File: src/hw/qsw_consts.vh
`ifndef QSW_CONSTS_VH
`define QSW_CONSTS_VH
// Frame layout.
`define QSW_FRAME_BITS 16
`define QSW_WD_BIT 15
`define QSW_SEL_HI 12
`define QSW_SEL_LO 11
`define QSW_ADDR_HI 12
`define QSW_ADDR_LO 8
// Register addresses, five bits {D12..D8}; command codes, three bits {D10..D8}.
`define QSW_ADDR_VPROT 5'h05
`define QSW_ADDR_NOOP 5'h06
`define QSW_ADDR_SENSE 5'h09
`define QSW_ADDR_WDOG 5'h0d
`define QSW_CMD_THRESH 3'h2
`define QSW_CMD_DETECT 3'h3
`define QSW_CMD_DIRECT 3'h4
// Field positions.
`define QSW_THR_HIGH 3
`define QSW_DET_OL_DIS 3
`define QSW_DET_OCL_DIS 2
`define QSW_DIR_FAST 3
`define QSW_DIR_RATIO 2
`define QSW_DIR_DIS 1
`define QSW_DIR_AND 0
`define QSW_VP_UV_DIS 1
`define QSW_VP_OV_DIS 0
// Reset value of every configuration field.
`define QSW_RESET_NIB 4'h0
// Timing.
`define QSW_CLK_MHZ 100
`define QSW_HIGH_TRIP_US 20
`define QSW_BLANK_155_MS 155
`define QSW_BLANK_75_MS 75
`define QSW_BLANK_150_US 150
`define QSW_WD_558_MS 558
`define QSW_WD_279_MS 279
`define QSW_WD_2250_MS 2250
`define QSW_WD_1125_MS 1125
`endif

File: src/hw/qsw_config_regs.v
`include "qsw_consts.vh"
`timescale 1ns/1ps
`default_nettype none

module qsw_config_regs #(
	parameter CLK_MHZ = `QSW_CLK_MHZ
) (
	input wire clk_sys,
	input wire reset_n,
	input wire spi_sclk,
	input wire spi_cs_n,
	input wire spi_mosi,
	input wire [3:0] spi_on_bits,
	input wire [3:0] direct_in_pins,
	output reg [3:0] sense_enable_q,
	output reg current_sense_oe_n_q,
	output reg [11:0] low_threshold_code_q,
	output reg [3:0] high_threshold_select_q,
	output reg [7:0] blanking_time_code_q,
	output reg [3:0] low_detect_disable_q,
	output reg [3:0] open_load_disable_q,
	output reg [3:0] direct_ctrl_disable_q,
	output reg [3:0] and_mode_q,
	output reg [3:0] sense_ratio_select_q,
	output reg [3:0] fast_slew_select_q,
	output reg [3:0] switch_on_q,
	output reg uv_disable_q,
	output reg ov_disable_q,
	output reg [3:0] overtemp_latch_option_q,
	output reg [1:0] watchdog_timeout_code_q,
	output reg watchdog_restart_q,
	output reg [31:0] blanking_cycles_q,
	output reg [31:0] watchdog_cycles_q,
	output reg [15:0] high_trip_cycles_q
);

	// ----------------------------------------------------------------
	// Timing counts
	// ----------------------------------------------------------------
	// Counts are in system clock cycles. Thirty-two bits hold the longest
	// watchdog period even at several hundred megahertz, so no count wraps.
	// The timers downstream load these values; keeping them as outputs
	// avoids a second copy of the table in that logic.
	localparam [31:0] HIGH_TRIP_CYC = `QSW_HIGH_TRIP_US * CLK_MHZ;
	localparam [31:0] BLANK_155_CYC = `QSW_BLANK_155_MS * 1000 * CLK_MHZ;
	localparam [31:0] BLANK_75_CYC = `QSW_BLANK_75_MS * 1000 * CLK_MHZ;
	localparam [31:0] BLANK_150_CYC = `QSW_BLANK_150_US * CLK_MHZ;
	localparam [31:0] WD_558_CYC = `QSW_WD_558_MS * 1000 * CLK_MHZ;
	localparam [31:0] WD_279_CYC = `QSW_WD_279_MS * 1000 * CLK_MHZ;
	localparam [31:0] WD_2250_CYC = `QSW_WD_2250_MS * 1000 * CLK_MHZ;
	localparam [31:0] WD_1125_CYC = `QSW_WD_1125_MS * 1000 * CLK_MHZ;

	// ----------------------------------------------------------------
	// Pin synchronisers
	// ----------------------------------------------------------------
	// Every pin is asynchronous to clk_sys. The third stages of the link clock
	// and chip select only hold the previous settled level for edge detection;
	// nothing but the second stage reads the first.
	reg sclk_s1_q;
	reg sclk_s2_q;
	reg sclk_s3_q;
	reg cs_s1_q;
	reg cs_s2_q;
	reg cs_s3_q;
	reg mosi_s1_q;
	reg mosi_s2_q;
	reg [3:0] pin_s1_q;
	reg [3:0] pin_s2_q;
	wire sclk_rise;
	wire cs_rise;
	wire cs_low;

	// Two flops on each pin, a third on the link clock and chip select; edges are found from the second stage on.
	// Reset parks chip select high and the link clock low, their idle levels,
	// so no false edge follows reset.
	always @(posedge clk_sys) begin
		if (!reset_n) begin
			sclk_s1_q <= 1'b0;
			sclk_s2_q <= 1'b0;
			sclk_s3_q <= 1'b0;
			cs_s1_q <= 1'b1;
			cs_s2_q <= 1'b1;
			cs_s3_q <= 1'b1;
			mosi_s1_q <= 1'b0;
			mosi_s2_q <= 1'b0;
			pin_s1_q <= 4'h0;
			pin_s2_q <= 4'h0;
		end else begin
			sclk_s1_q <= spi_sclk;
			sclk_s2_q <= sclk_s1_q;
			sclk_s3_q <= sclk_s2_q;
			cs_s1_q <= spi_cs_n;
			cs_s2_q <= cs_s1_q;
			cs_s3_q <= cs_s2_q;
			mosi_s1_q <= spi_mosi;
			mosi_s2_q <= mosi_s1_q;
			pin_s1_q <= direct_in_pins;
			pin_s2_q <= pin_s1_q;
		end
	end

	// The data line is read from its second stage in the cycle the clock edge
	// is seen, so both paths carry equal delay. The link clock must stay high
	// and low for at least two system cycles each for this to hold.
	assign sclk_rise = sclk_s2_q & ~sclk_s3_q;
	assign cs_rise = cs_s2_q & ~cs_s3_q;
	assign cs_low = ~cs_s2_q;

	// ----------------------------------------------------------------
	// Frame shifter
	// ----------------------------------------------------------------
	// The bit counter is four bits wide on purpose: it wraps on every sixteenth
	// bit, so a zero count at chip-select rise means a whole number of frames.
	// The any-bits flag rejects a chip-select pulse with no clock at all.
	reg [15:0] shift_q;
	reg [3:0] bit_cnt_q;
	reg any_bits_q;
	reg last_wd_q;
	wire frame_ok;
	wire [4:0] addr;
	wire [1:0] sel;
	wire [2:0] cmd;
	wire [3:0] data;
	wire is_sel_cmd;

	// MSB-first shift.
	// Only the last sixteen bits are kept, so a daisy chain of several
	// frames leaves this device the final word, as the chain intends.
	always @(posedge clk_sys) begin
		if (!reset_n) begin
			shift_q <= 16'h0000;
			bit_cnt_q <= 4'h0;
			any_bits_q <= 1'b0;
		end else if (cs_rise) begin
			bit_cnt_q <= 4'h0;
			any_bits_q <= 1'b0;
		end else if (cs_low && sclk_rise) begin
			shift_q <= {shift_q[14:0], mosi_s2_q};
			bit_cnt_q <= bit_cnt_q + 4'h1;
			any_bits_q <= 1'b1;
		end
	end

	assign frame_ok = cs_rise && any_bits_q && (bit_cnt_q == 4'h0);

	// The five address bits are the output select above the three command
	// bits; the fixed registers use all five bits as their address.
	assign addr = shift_q[`QSW_ADDR_HI:`QSW_ADDR_LO];
	assign sel = shift_q[`QSW_SEL_HI:`QSW_SEL_LO];
	assign cmd = addr[2:0];
	assign data = shift_q[3:0];
	assign is_sel_cmd = (cmd == `QSW_CMD_THRESH) || (cmd == `QSW_CMD_DETECT) ||
		(cmd == `QSW_CMD_DIRECT);

	// ----------------------------------------------------------------
	// Shared registers
	// ----------------------------------------------------------------
	// Unused addresses leave every register here untouched; only the
	// watchdog reference bit follows them. A write lands one cycle after
	// the commit strobe and holds until the next valid frame or reset.
	// Address decode.
	// No-action untouched: the no-op address matches no branch.
	always @(posedge clk_sys) begin
		if (!reset_n) begin
			sense_enable_q <= `QSW_RESET_NIB;
			uv_disable_q <= 1'b0;
			ov_disable_q <= 1'b0;
			overtemp_latch_option_q <= `QSW_RESET_NIB;
			watchdog_timeout_code_q <= 2'h0;
		end else if (frame_ok) begin
			if (addr == `QSW_ADDR_SENSE) begin
				sense_enable_q <= data;
			end else if (addr == `QSW_ADDR_VPROT) begin
				uv_disable_q <= data[`QSW_VP_UV_DIS];
				ov_disable_q <= data[`QSW_VP_OV_DIS];
				overtemp_latch_option_q[1:0] <= data[3:2];
			end else if (addr == `QSW_ADDR_WDOG) begin
				overtemp_latch_option_q[3:2] <= data[3:2];
				watchdog_timeout_code_q <= data[1:0];
			end
		end
	end

	// The enable lags the register by one cycle. The pad is released only
	// when no output is routed, so it never fights another driver on a shared line.
	// Tri-state sense pin.
	// Summing is analog; any set bit keeps the pin driven.
	always @(posedge clk_sys) begin
		if (!reset_n) begin
			current_sense_oe_n_q <= 1'b1;
		end else begin
			current_sense_oe_n_q <= (sense_enable_q == 4'h0);
		end
	end

	// ----------------------------------------------------------------
	// Per-output registers
	// ----------------------------------------------------------------
	// One copy of the selected-output fields per output. A frame reaches only
	// the copy whose index equals the select bits, so the others keep their values.
	genvar g;
	generate
		for (g = 0; g < 4; g = g + 1) begin : g_out
			wire hit;
			assign hit = frame_ok && is_sel_cmd && (sel == g);
			always @(posedge clk_sys) begin
				if (!reset_n) begin
					low_threshold_code_q[3*g+2:3*g] <= 3'h0;
					high_threshold_select_q[g] <= 1'b0;
					blanking_time_code_q[2*g+1:2*g] <= 2'h0;
					low_detect_disable_q[g] <= 1'b0;
					open_load_disable_q[g] <= 1'b0;
					direct_ctrl_disable_q[g] <= 1'b0;
					and_mode_q[g] <= 1'b0;
					sense_ratio_select_q[g] <= 1'b0;
					fast_slew_select_q[g] <= 1'b0;
				end else if (hit && cmd == `QSW_CMD_THRESH) begin
					low_threshold_code_q[3*g+2:3*g] <= data[2:0];
					high_threshold_select_q[g] <= data[`QSW_THR_HIGH];
				end else if (hit && cmd == `QSW_CMD_DETECT) begin
					blanking_time_code_q[2*g+1:2*g] <= data[1:0];
					low_detect_disable_q[g] <= data[`QSW_DET_OCL_DIS];
					open_load_disable_q[g] <= data[`QSW_DET_OL_DIS];
				end else if (hit && cmd == `QSW_CMD_DIRECT) begin
					direct_ctrl_disable_q[g] <= data[`QSW_DIR_DIS];
					and_mode_q[g] <= data[`QSW_DIR_AND];
					sense_ratio_select_q[g] <= data[`QSW_DIR_RATIO];
					fast_slew_select_q[g] <= data[`QSW_DIR_FAST];
				end
			end

			// The SPI on bits come from logic on clk_sys and need no synchroniser;
			// the parallel pins are read after their two stages.
			// Gate pin with SPI bit.
			always @(posedge clk_sys) begin
				if (!reset_n) begin
					switch_on_q[g] <= 1'b0;
				end else if (direct_ctrl_disable_q[g]) begin
					switch_on_q[g] <= spi_on_bits[g];
				end else if (and_mode_q[g]) begin
					switch_on_q[g] <= spi_on_bits[g] & pin_s2_q[g];
				end else begin
					switch_on_q[g] <= spi_on_bits[g] | pin_s2_q[g];
				end
			end
		end
	endgenerate

	// ----------------------------------------------------------------
	// Watchdog restart and timing counts
	// ----------------------------------------------------------------
	// A refused frame never moves the reference bit, so it cannot pass for a
	// toggle. The pulse lasts one cycle; the timer it restarts must sample it
	// on every clock.
	// Toggle restarts.
	// The first frame after reset compares with a zero reference bit.
	always @(posedge clk_sys) begin
		if (!reset_n) begin
			last_wd_q <= 1'b0;
			watchdog_restart_q <= 1'b0;
		end else begin
			watchdog_restart_q <= frame_ok && (shift_q[`QSW_WD_BIT] != last_wd_q);
			if (frame_ok) begin
				last_wd_q <= shift_q[`QSW_WD_BIT];
			end
		end
	end

	// Code 01 is not a legal blanking setting; a count of zero makes a wrong
	// host setting easy to spot instead of timing silently.
	// Blanking count.
	// Timeout count.
	// Counts are shown for output 0's blanking; code 01 yields zero.
	always @(posedge clk_sys) begin
		if (!reset_n) begin
			blanking_cycles_q <= 32'h0;
			watchdog_cycles_q <= 32'h0;
			high_trip_cycles_q <= 16'h0;
		end else begin
			high_trip_cycles_q <= HIGH_TRIP_CYC[15:0];
			case (blanking_time_code_q[1:0])
				2'h0: blanking_cycles_q <= BLANK_155_CYC;
				2'h2: blanking_cycles_q <= BLANK_75_CYC;
				2'h3: blanking_cycles_q <= BLANK_150_CYC;
				default: blanking_cycles_q <= 32'h0;
			endcase
			case (watchdog_timeout_code_q)
				2'h0: watchdog_cycles_q <= WD_558_CYC;
				2'h1: watchdog_cycles_q <= WD_279_CYC;
				2'h2: watchdog_cycles_q <= WD_2250_CYC;
				default: watchdog_cycles_q <= WD_1125_CYC;
			endcase
		end
	end

endmodule // qsw_config_regs

`default_nettype wire

File: config.mk
export PLATFORM = sky130hd
export DESIGN_NAME = qsw_config_regs
export DESIGN_NICKNAME = d
export VERILOG_FILES = /design/src/hw/qsw_config_regs.v
export VERILOG_INCLUDE_DIRS = /design/src /design/src/hw
export SDC_FILE = /design/constraint.sdc
export NUM_CORES = 1
export LEC_CHECK = 0
export BUFFER_PORTS_ARGS = -buffer_cell sky130_fd_sc_hd__buf_4
export CAP_MARGIN = 20
export CORE_AREA = 8 8 138 140
export CTS_CLUSTER_DIAMETER = 60
export DETAILED_ROUTE_END_ITERATION = 6
export DIE_AREA = 0 0 146 148
export PLACE_DENSITY = 0.51
export SLEW_MARGIN = 25
export SYNTH_ARGS = -nofsm -noshare
export SYNTH_HDL_FRONTEND = slang
export SYNTH_SLANG_ARGS = --single-unit
File: constraint.sdc
create_clock -name clk_sys -period 1.86 [get_ports clk_sys]
set_input_delay 0.093 -clock clk_sys [delete_from_list [all_inputs] [get_ports clk_sys]]
set_output_delay 0.093 -clock clk_sys [all_outputs]
set_load 0.02 [all_outputs]
==> reports/qor.csv, run 1 <==
metric,value,unit
netlist_top_cells_count,"dfxtp_1, nand2_1, buf_4, mux2i_1",
design.core.area,0.01694,sq mm
critPathMaxFanout,11,
outcome,completed,
synth.lib_cells_used.distinct,33,
power.ir.vdd_worst,0.6353,mV
dieArea,0.02161,sq mm
maxCapViolations,0,
average_cell_area_after_synthesis,9.760,sq um
power.switching,0.001334,W
wire_length_per_cell,14.76,um
placementRows,48,
post-place-cells,818,
hold_slack_final,11.43,ps
ys_seq_area_share,49.37,%
power.density,936.7,mW/mm^2
grt_setup_unrepaired,no,
timing.critical_path.slowest_cell_delay,520,ps
power.leakage,3.142,nW
fraction_of_layout_cells_with_a_size_suffix_above_1,27.24,%
tightest_hold_check_type,in2reg,
synth_flop_cell,dfxtp_1,
drt-pass1-iter-count,4,
die_height,148,um
route.final.wire_length,12.69,mm
synthToLayoutAreaGrowth,31.38,%
synth_area_leaders,"dfxtp_1, mux2i_1, buf_4",
detailed_place.area,0.005864,sq mm
timing.critical_path.cells,nor2b_1 -> nand4_1 -> mux2i_1,
ctsRootBufferMaster,clkbuf_16,
grt_remaining_overflow,0,
synth.cell_area,0.004987,sq mm
fillerInstances,1723,
critical_path.startpoint_type,flop,
internal_power,0.004804,W
max_slew.worst_pin.slew,771.4,ps
number_of_failing_setup_endpoints_in_the_final_timing_report,0,
timing.clock.skew,7.315,ps
number_of_synthesized_flops_with_an_enable_pin,0,
grt_max_degree,71,
part_of_the_power_in_the_clock_network,51.5,%
fin_nets,648,
antenna_left,0,
gr-usage-all-layers,11.77,%
final_cells,860,
timing.critical_path.arrival,1920,ps
clk_transition_reported_paths,50,ps
routabilityCongestion,0.7340,
vias_per_cell,4.308,
async_flop_share,0,%
synthesis.instances,511,
cp_data_required_time,2120,ps
cts_max_path_buffers,2,
yosysWarningCount,0,
clock_tree.htree_level_count,4,
clock_latency,420,ps
fin_crit,1661,ps
first_global_vias,3766,
netlist.top_cell.by_area,dfxtp_1,
half_perimeter_wire_length_of_the_detailed_placement_result,8.955,mm
postCtsSetupBuffers,0,
portion_of_total_power_attributed_to_combinational_logic,4.7,%
hold_viol_final,0,
numCtsBuffers,17,
critPathSlowestCell,dfxtp_1,
antenna_found_initial,0,
power_switching_share,21.73,%
antenna_cells_inserted,0,
grt_pass1_wl,20.07,mm
clock_sinks,123,
timing.setup.tns,0,ps
seq_power_share,43.7,%
drtIter0Drc,90,
die_wd,146,um
drc_errors_left,0,
register_bit_total_from_synthesis,123,
slew-limit-headroom,48.45,%
final_min_period_over_clock_period,89.32,%
vias,3705,
final_area,0.006553,sq mm
clock_tree_from_tritoncts,yes,
critical_path_class,reg2reg,
setup.worst_path.end_class,flop,
maxClockFrequency,601.9,MHz
synth_most_common_cell,dfxtp_1,
num_io_pins,159,
timing.final.max_slew_violations,0,
synth.top_cell.area_share,49.37,%
io_buffer_count,125,
initial_core_utilization,29.45,%
power groups by stage:
stage	clock [W]	combinational [W]	sequential [W]
2_1_floorplan	0	0.000231	0.00276
3_3_place_gp	0	0.000271	0.00274
3_5_place_dp	0	0.000272	0.00274
4_1_cts	0.00325	0.000291	0.00268
5_1_grt	0.00339	0.000315	0.00269
6_report	0.00316	0.000292	0.00268
final cells by class:
| class | count | area, sq um | share of cell area, % |
|---|---|---|---|
| sequential | 123 | 2462 | 37.58 |
| timing repair buffer | 150 | 1166 | 17.80 |
| tap | 225 | 281.5 | 4.296 |
| inverter | 8 | 30.03 | 0.4583 |
| clock inverter | 7 | 62.56 | 0.9547 |
| multi-input combinational | 323 | 2038 | 31.11 |
| clock buffer | 24 | 511.7 | 7.810 |
layer usage:
| metal | vias to the layer above | track usage, % | part of all wire [%] |
|---|---|---|---|
| li1 | 1815 | - | - |
| met1 | 1756 | 12.89 | 44 |
| met2 | 117 | 19.44 | 48 |
| met3 | 17 | 5.747 | 7.1 |
| met4 | 0 | 4.379 | 1.7 |
| met5 | - | 0 | 0 |
critical path: cells and delay by family, from the launching register on:
| kind | cells | cell delay, ps |
|---|---|---|
| flip-flops | 1 | 520 |
| AND/OR/NAND/NOR | 2 | 770 |
| multiplexers | 1 | 210 |
sequential cells by signal, indices dropped and copies added, names as in the netlist, 7 cells and up:
name                  cells
shift_q                  16
low_threshold_code_q     12
watchdog_cycles_q        11
blanking_time_code_q      8
blanking_cycles_q         7
cells by family after synthesis:
logic type,share of synthesized area [%]
compound gates,5.494
fa+ha+maj,3.010
flops,49.37
mux,12.04
xor+xnor,0.1756
other cells,0.07519
buf+inv,12.24
simple gates,17.59
metrics by stage:
step / setup slack [ps] / utilization (%) / total power (W)
after floorplan: 327.4 / - / 0.002992
after global placement: 64.71 / 34.63 / 0.003011
after detailed placement: 78.60 / 34.63 / 0.003013
after CTS: 58.64 / 38.67 / 0.006225
after global routing: 86.35 / 38.69 / 0.006387
final: 198.7 / 38.69 / 0.006138
what timing repair did:
| action | CTS | global route |
|---|---|---|
| endpoints found under the setup margin | 0 | 15 |
| endpoints found under the hold margin | 11 | 0 |
| gates resized for setup | 0 | 1 |
| hold buffers | 11 | 0 |
final timing paths:
kind              start  slack (ps)  cells past startpoint                      end
max reg2reg  shift_q[9]         200                      3  low_threshold_code_q[2]
min reg2reg     cs_s1_q         420                      1                  cs_s2_q
min             reset_n          10                      1    watchdog_cycles_q[12]
max          shift_q[9]         200                      3  low_threshold_code_q[2]
cell usage in the layout, fill, tap and decap left out, types with 12 or more instances in the layout:
master       n
nand2_1    101
dfxtp_1    123
nand4_1     15
mux2i_1     60
a21boi_0    21
nor2b_1     14
buf_4      138
and2_1      21
conb_1      33
ha_1        12
clkbuf_16   17
Power figures use the tool's default switching activity.
==> inputs of run 2 (changes only) <==
--- a/config.mk
+++ b/config.mk
@@ -6,7 +6,7 @@
 export SDC_FILE = /design/constraint.sdc
 export NUM_CORES = 1
 export LEC_CHECK = 0
-export BUFFER_PORTS_ARGS = -buffer_cell sky130_fd_sc_hd__buf_4
+export BUFFER_PORTS_ARGS = -buffer_cell sky130_fd_sc_hd__buf_2
 export CAP_MARGIN = 20
 export CORE_AREA = 8 8 138 140
 export CTS_CLUSTER_DIAMETER = 60
==> run 2 against run 1 <==
Net effect: clock skew about the same; highest routed layer unchanged; via count down 1.1%; worst setup slack worse by 42 ps; cell count is 0.12% higher; total power decreased by 0.76%; critical endpoint is now overtemp_latch_option_q[3].
==> reports/qor.csv, run 2 (synthesis results as in run 1) <==
metric,value,unit,change
hold_viol_final,0,,unchanged
clk_transition_reported_paths,60,ps,about the same
setup.reg_to_reg.worst_slack,160,ps,-40 ps
cp_top_family,simple AND/OR/NAND/NOR gates,,
critical_path.startpoint_type,flop,,
timing.final.max_slew_violations,0,,unchanged
worst_r2r_path_depth,6,,+3
maxCapViolations,0,,unchanged
critPathSlowestCell,and4bb_4,,
total_power,0.006091,W,-0.76%
numCtsBuffers,17,,unchanged
critPathMaxFanout,18,,+7
gr-usage-all-layers,11.54,%,-0.24 points
wire_length_per_cell,14.33,um,-2.9%
largest-register,shift_q,,
clock_tree_from_tritoncts,yes,,
critical_path_class,reg2reg,,
ctsRootBufferMaster,clkbuf_16,,
cp.depth,6,,+3
dieArea,0.02161,sq mm,unchanged
timing.critical_path.cells,inv_1 -> ha_1 -> and4bb_4 -> nand4_1 -> buf_4 -> mux2i_1,,
setup.worst_path.end_class,flop,,
antenna_left,0,,unchanged
grt_pass1_wl,19.69,mm,-1.9%
power.leakage,3.110,nW,-1.0%
final_core_util,36.86,%,-1.8 points
r2r_end,overtemp_latch_option_q[3],,
cts_max_path_buffers,2,,unchanged
hold_slack_final,410.9,ps,+399.5 ps
grt_max_degree,69,,-2.8%
power.ir.vdd_worst,0.6457,mV,+1.6%
number_of_failing_setup_endpoints_in_the_final_timing_report,0,,unchanged
fin_crit,1704,ps,+42.30 ps
clock_tree.htree_level_count,4,,unchanged
vias,3663,,-1.1%
num_io_pins,159,,unchanged
die_height,148,um,unchanged
clock_latency,410,ps,about the same
max_slew.worst_pin.slew,706.8,ps,-64.62 ps
crit-reg2reg-launch,bit_cnt_q[0],,
postCtsSetupBuffers,0,,unchanged
cp_num_buf_inv,2,,+2
drc_errors_left,0,,unchanged
mostFrequentLayoutCell,buf_2,,
timing.critical_path.slowest_cell_delay,400,ps,-120 ps
timing.clock.skew,7.449,ps,+0.1339 ps
fillerInstances,1729,,+0.35%
grt_setup_unrepaired,no,,
placementRows,48,,unchanged
flip_flop_count_of_the_largest_register_after_layout,16,,unchanged
fin_nets,649,,+0.15%
clock_sinks,123,,unchanged
timing.critical_path.arrival,1970,ps,+50 ps
vias_per_cell,4.254,,-1.2%
die_wd,146,um,unchanged
layout_common_cells,"buf_2, dfxtp_1, nand2_1",,
final_min_period_over_clock_period,91.59,%,+2.3 points
drt-pass1-iter-count,4,,unchanged
half_perimeter_wire_length_of_the_detailed_placement_result,8.881,mm,-0.82%
maxClockFrequency,587.0,MHz,-2.5%
io_buffer_count,125,,unchanged
slew-limit-headroom,52.77,%,+4.3 points
cp_data_required_time,2120,ps,about the same
outcome,completed,,
synthToLayoutAreaGrowth,25.19,%,
timing.setup.tns,0,ps,unchanged
critPathLaunch,bit_cnt_q[0],,
power.density,975.6,mW/mm^2,+4.2%
route.final.wire_length,12.34,mm,-2.8%
first_global_vias,3772,,+0.16%
grt_remaining_overflow,0,,unchanged
layout_top_registers,"shift_q: 16 flops, low_threshold_code_q: 12 flops, watchdog_cycles_q: 11 flops",,
tightest_hold_check_type,reg2reg,,
fraction_of_layout_cells_with_a_size_suffix_above_1,27.36,%,+0.11 points
drtIter0Drc,178,,+98%
initial_core_utilization,29.45,%,unchanged
routabilityCongestion,0.7185,,-2.1%
critical_path.endpoint,overtemp_latch_option_q[3],,
design.core.area,0.01694,sq mm,unchanged
antenna_cells_inserted,0,,unchanged
antenna_found_initial,0,,unchanged
run 2: power by group:
group	total [W]	internal (W)	leakage, nW	switching, W
clock	0.00314	0.00198	0.277	0.00116
combinational	0.000265	0.0000811	1.83	0.000184
sequential	0.00268	0.00267	0.999	0.0000124
total	0.00609	0.00473	3.11	0.00136
run 2: how the worst min path moves through the flow:
stage / from / to / depth (start not counted)
floorplan: reset_n / high_trip_cycles_q[9] / 0
global placement: spi_cs_n / cs_s1_q / 2
detailed placement: spi_cs_n / cs_s1_q / 2
CTS: spi_cs_n / cs_s1_q / 3
global route: cs_s1_q / cs_s2_q / 1
finish: cs_s1_q / cs_s2_q / 1
run 2: cell type report:
type | instances | area [sq um] | share of cell area, %
sequential | 123 | 2462 | 39.44
multi-input combinational | 323 | 2038 | 32.65
timing repair buffer | 151 | 865.8 | 13.87
clock buffer | 18 | 439.2 | 7.034
tap | 225 | 281.5 | 4.509
clock inverter | 13 | 126.4 | 2.024
inverter | 8 | 30.03 | 0.4810
run 2: what timing repair did:
action / in CTS / in global routing
endpoints found under the hold margin: 12 / 0
hold buffers: 12 / 0
setup endpoints to repair: 0 / 19
gates resized for setup: 0 / 1
run 2: metal layers:
metal	vias to the layer above	share of wire (%)	GRT usage, %
met5	-	0	0
met4	0	1.3	4.482
met3	12	7.3	5.258
met2	114	48	19.14
met1	1722	43	12.72
li1	1815	-	-
run 2: stage by stage:
step	cell area [sq um]	worst slack (ps)	instances
after floorplan	5107	327.4	543
after global placement	5554	14.66	818
after detailed placement	5554	23.77	818
after CTS	6240	5.302	861
after global routing	6243	29.29	861
final	6243	156.4	861
==> inputs of run 3 (changes only) <==
--- a/config.mk
+++ b/config.mk
@@ -8,11 +8,11 @@
 export LEC_CHECK = 0
 export BUFFER_PORTS_ARGS = -buffer_cell sky130_fd_sc_hd__buf_2
 export CAP_MARGIN = 20
-export CORE_AREA = 8 8 138 140
+export CORE_AREA = 8 8 115 117
 export CTS_CLUSTER_DIAMETER = 60
 export DETAILED_ROUTE_END_ITERATION = 6
-export DIE_AREA = 0 0 146 148
-export PLACE_DENSITY = 0.51
+export DIE_AREA = 0 0 123 125
+export PLACE_DENSITY = 0.71
 export SLEW_MARGIN = 25
 export SYNTH_ARGS = -nofsm -noshare
 export SYNTH_HDL_FRONTEND = slang
==> run 3 against run 2 <==
Net effect: clock power increased by 9.2%; design area decreased by 1.1%; die area decreased by 29%; sequential cell count unchanged; clock skew about the same.
==> reports/qor.csv, run 3 (synthesis results as in run 1) <==
metric,value,unit,change
ctsRootBufferMaster,clkbuf_16,,
timing.critical_path.slowest_cell_delay,520,ps,+120 ps
clk_transition_reported_paths,60,ps,about the same
internal_power,0.004974,W,+5.1%
power.density,1031,mW/mm^2,+5.7%
antenna_left,0,,unchanged
part_of_the_power_in_the_clock_network,53.8,%,+2.2 points
hold-path-endpoint,mosi_s1_q,,
routabilityCongestion,0.7506,,+4.5%
die_height,125,um,-16%
power.ir.vdd_worst,0.5899,mV,-8.6%
cp_num_buf_inv,0,,-2
half_perimeter_wire_length_of_the_detailed_placement_result,8.086,mm,-9.0%
clock_latency,410,ps,about the same
synthToLayoutAreaGrowth,23.81,%,
design.core.area,0.01161,sq mm,-31%
setup.reg_to_reg.worst_slack,200,ps,+40 ps
timing.final.max_slew_violations,0,,unchanged
largest-register,shift_q,,
cts_max_path_buffers,2,,unchanged
seq_power_share,42.1,%,-1.9 points
power_switching_share,21.89,%,-0.43 points
layout_common_cells,"buf_2, dfxtp_1, nand2_1",,
area_used_by_multi_input_combinational_logic,0.002038,sq mm,unchanged
vias_per_cell,4.729,,+11%
maxCapViolations,0,,unchanged
drt-pass1-iter-count,4,,unchanged
slew-limit-headroom,49.48,%,-3.3 points
initial_core_utilization,42.95,%,+14 points
portion_of_total_power_attributed_to_combinational_logic,4.1,%,-0.2 points
pre_cts_slack,93.71,ps,+69.93 ps
final_min_period_over_clock_period,89.49,%,-2.1 points
timing.critical_path.arrival,1920,ps,-50 ps
timing.critical_path.cells,nor2b_1 -> nand4_1 -> mux2i_1,,
r2r_end,low_threshold_code_q[11],,
outcome,completed,,
clock_sinks,123,,unchanged
dieArea,0.01538,sq mm,-29%
mostFrequentLayoutCell,buf_2,,
timing.clock.skew,7.063,ps,-0.3862 ps
cp_top_family,simple AND/OR/NAND/NOR gates,,
register_area,0.002462,sq mm,unchanged
first_global_vias,3663,,-2.9%
gr-usage-all-layers,14.97,%,+3.4 points
placementRows,40,,-17%
worst_min_delay_path_startpoint,spi_mosi,,
fillerInstances,1015,,-41%
clock_tree_from_tritoncts,yes,,
timing.setup.tns,0,ps,unchanged
antenna_found_initial,0,,unchanged
wire_length_per_cell,14.93,um,+4.2%
layout_top_registers,"shift_q: 16 flops, low_threshold_code_q: 12 flops, watchdog_cycles_q: 11 flops",,
drtIter0Drc,288,,+62%
flip_flop_count_of_the_largest_register_after_layout,16,,unchanged
numCtsBuffers,17,,unchanged
route.final.wire_length,11.66,mm,-5.5%
die_wd,123,um,-16%
tightest_hold_check_type,in2reg,,
hold_viol_final,0,,unchanged
worst_r2r_path_depth,3,,-3
grt_setup_unrepaired,no,,
fin_crit,1665,ps,-39.04 ps
whs_path_depth,3,,+2
grt_remaining_overflow,0,,unchanged
power.leakage,3.119,nW,+0.29%
clock_tree.htree_level_count,4,,unchanged
io_buffer_count,125,,unchanged
drc_errors_left,0,,unchanged
cp_data_required_time,2110,ps,about the same
fin_nets,646,,-0.46%
critPathSlowestCell,dfxtp_1,,
critical_path.startpoint_type,flop,,
max_slew.worst_pin.slew,756.0,ps,+49.20 ps
maxClockFrequency,600.8,MHz,+2.3%
power.switching,0.001394,W,+2.5%
crit-reg2reg-launch,shift_q[9],,
setup.worst_path.end_class,flop,,
critPathMaxFanout,11,,-7
cp.depth,3,,-3
finalWorstSetupSlack,195.4,ps,+39.04 ps
fraction_of_layout_cells_with_a_size_suffix_above_1,27.13,%,-0.23 points
num_io_pins,159,,unchanged
number_of_failing_setup_endpoints_in_the_final_timing_report,0,,unchanged
critical_path_class,reg2reg,,
antenna_cells_inserted,0,,unchanged
vias,3693,,+0.82%
grt_max_degree,48,,-30%
grt_pass1_wl,18.41,mm,-6.5%
run 3: cell count changes in the layout (fill, tap and decap cells not counted), sizes merged:
cell | previous run | this run
buf | 139 | 136
bufinv | 2 | 3
clkinvlp | 3 | 2
inv | 9 | 10
clkbuf | 18 | 20
clkinv | 7 | 5
run 3: final cells by class:
cell class | instances | share of cell area, %
Clock buffer | 20 | 7.558
Clock inverter | 12 | 2.634
Inverter | 8 | 0.4863
Multi-Input combinational cell | 323 | 33.01
Sequential cell | 123 | 39.88
Tap cell | 147 | 2.979
Timing Repair Buffer | 148 | 13.45
run 3: per-layer routing:
metal | track usage [%] | wire length, um | up-vias
li1 | - | - | 1817
met4 | 5.103 | 99 | 0
met2 | 26.11 | 5789 | 126
met1 | 16.93 | 4869 | 1742
met5 | 0 | 0 | -
met3 | 4.275 | 901 | 8
run 3: through the flow:
stage | hold WS (ps) | util [%] | instance area [sq um] | total power (W) | std cells
6_report | 420.3 | 53.18 | 6175 | 0.006369 | 781
5_1_grt | 431.4 | 53.18 | 6175 | 0.006574 | 781
4_1_cts | 399.3 | 52.89 | 6141 | 0.006422 | 777
3_5_place_dp | 291.9 | 46.43 | 5391 | 0.002977 | 733
3_3_place_gp | 288.4 | 46.43 | 5391 | 0.002973 | 733
2_1_floorplan | 120.7 | - | 5107 | 0.002992 | 543
run 3: how the worst max path moves through the flow:
stage,slack [ps],to,startpoint
final,200,low_threshold_code_q[11],shift_q[9]
after global placement,130,fast_slew_select_q[3],bit_cnt_q[0]
after detailed placement,90,sense_enable_q[3],bit_cnt_q[0]
after floorplan,330,blanking_time_code_q[4],bit_cnt_q[0]
after global routing,90,high_threshold_select_q[2],bit_cnt_q[0]
after CTS,70,and_mode_q[3],bit_cnt_q[0]
run 3: worst register-to-register path: stages, from the launching register on:
cell and delay, ps:
dfxtp_1 520, nor2b_1 420, nand4_1 360, mux2i_1 210
run 3: power groups by stage:
| stage | Clock, W | Combinational (W) | Sequential (W) |
|---|---|---|---|
| floorplan | 0 | 0.000231 | 0.00276 |
| global placement | 0 | 0.000236 | 0.00274 |
| detailed placement | 0 | 0.000238 | 0.00274 |
| CTS | 0.00348 | 0.000258 | 0.00268 |
| global route | 0.00361 | 0.000279 | 0.00269 |
| finish | 0.00343 | 0.000259 | 0.00268 |
run 3: what timing repair did:
item | 4_1_cts | 5_1_grt
hold buffers | 12 | 0
endpoints found under the setup margin | 0 | 26
hold endpoints to repair | 13 | 0
setup buffers | 0 | 4
resized for setup | 0 | 1
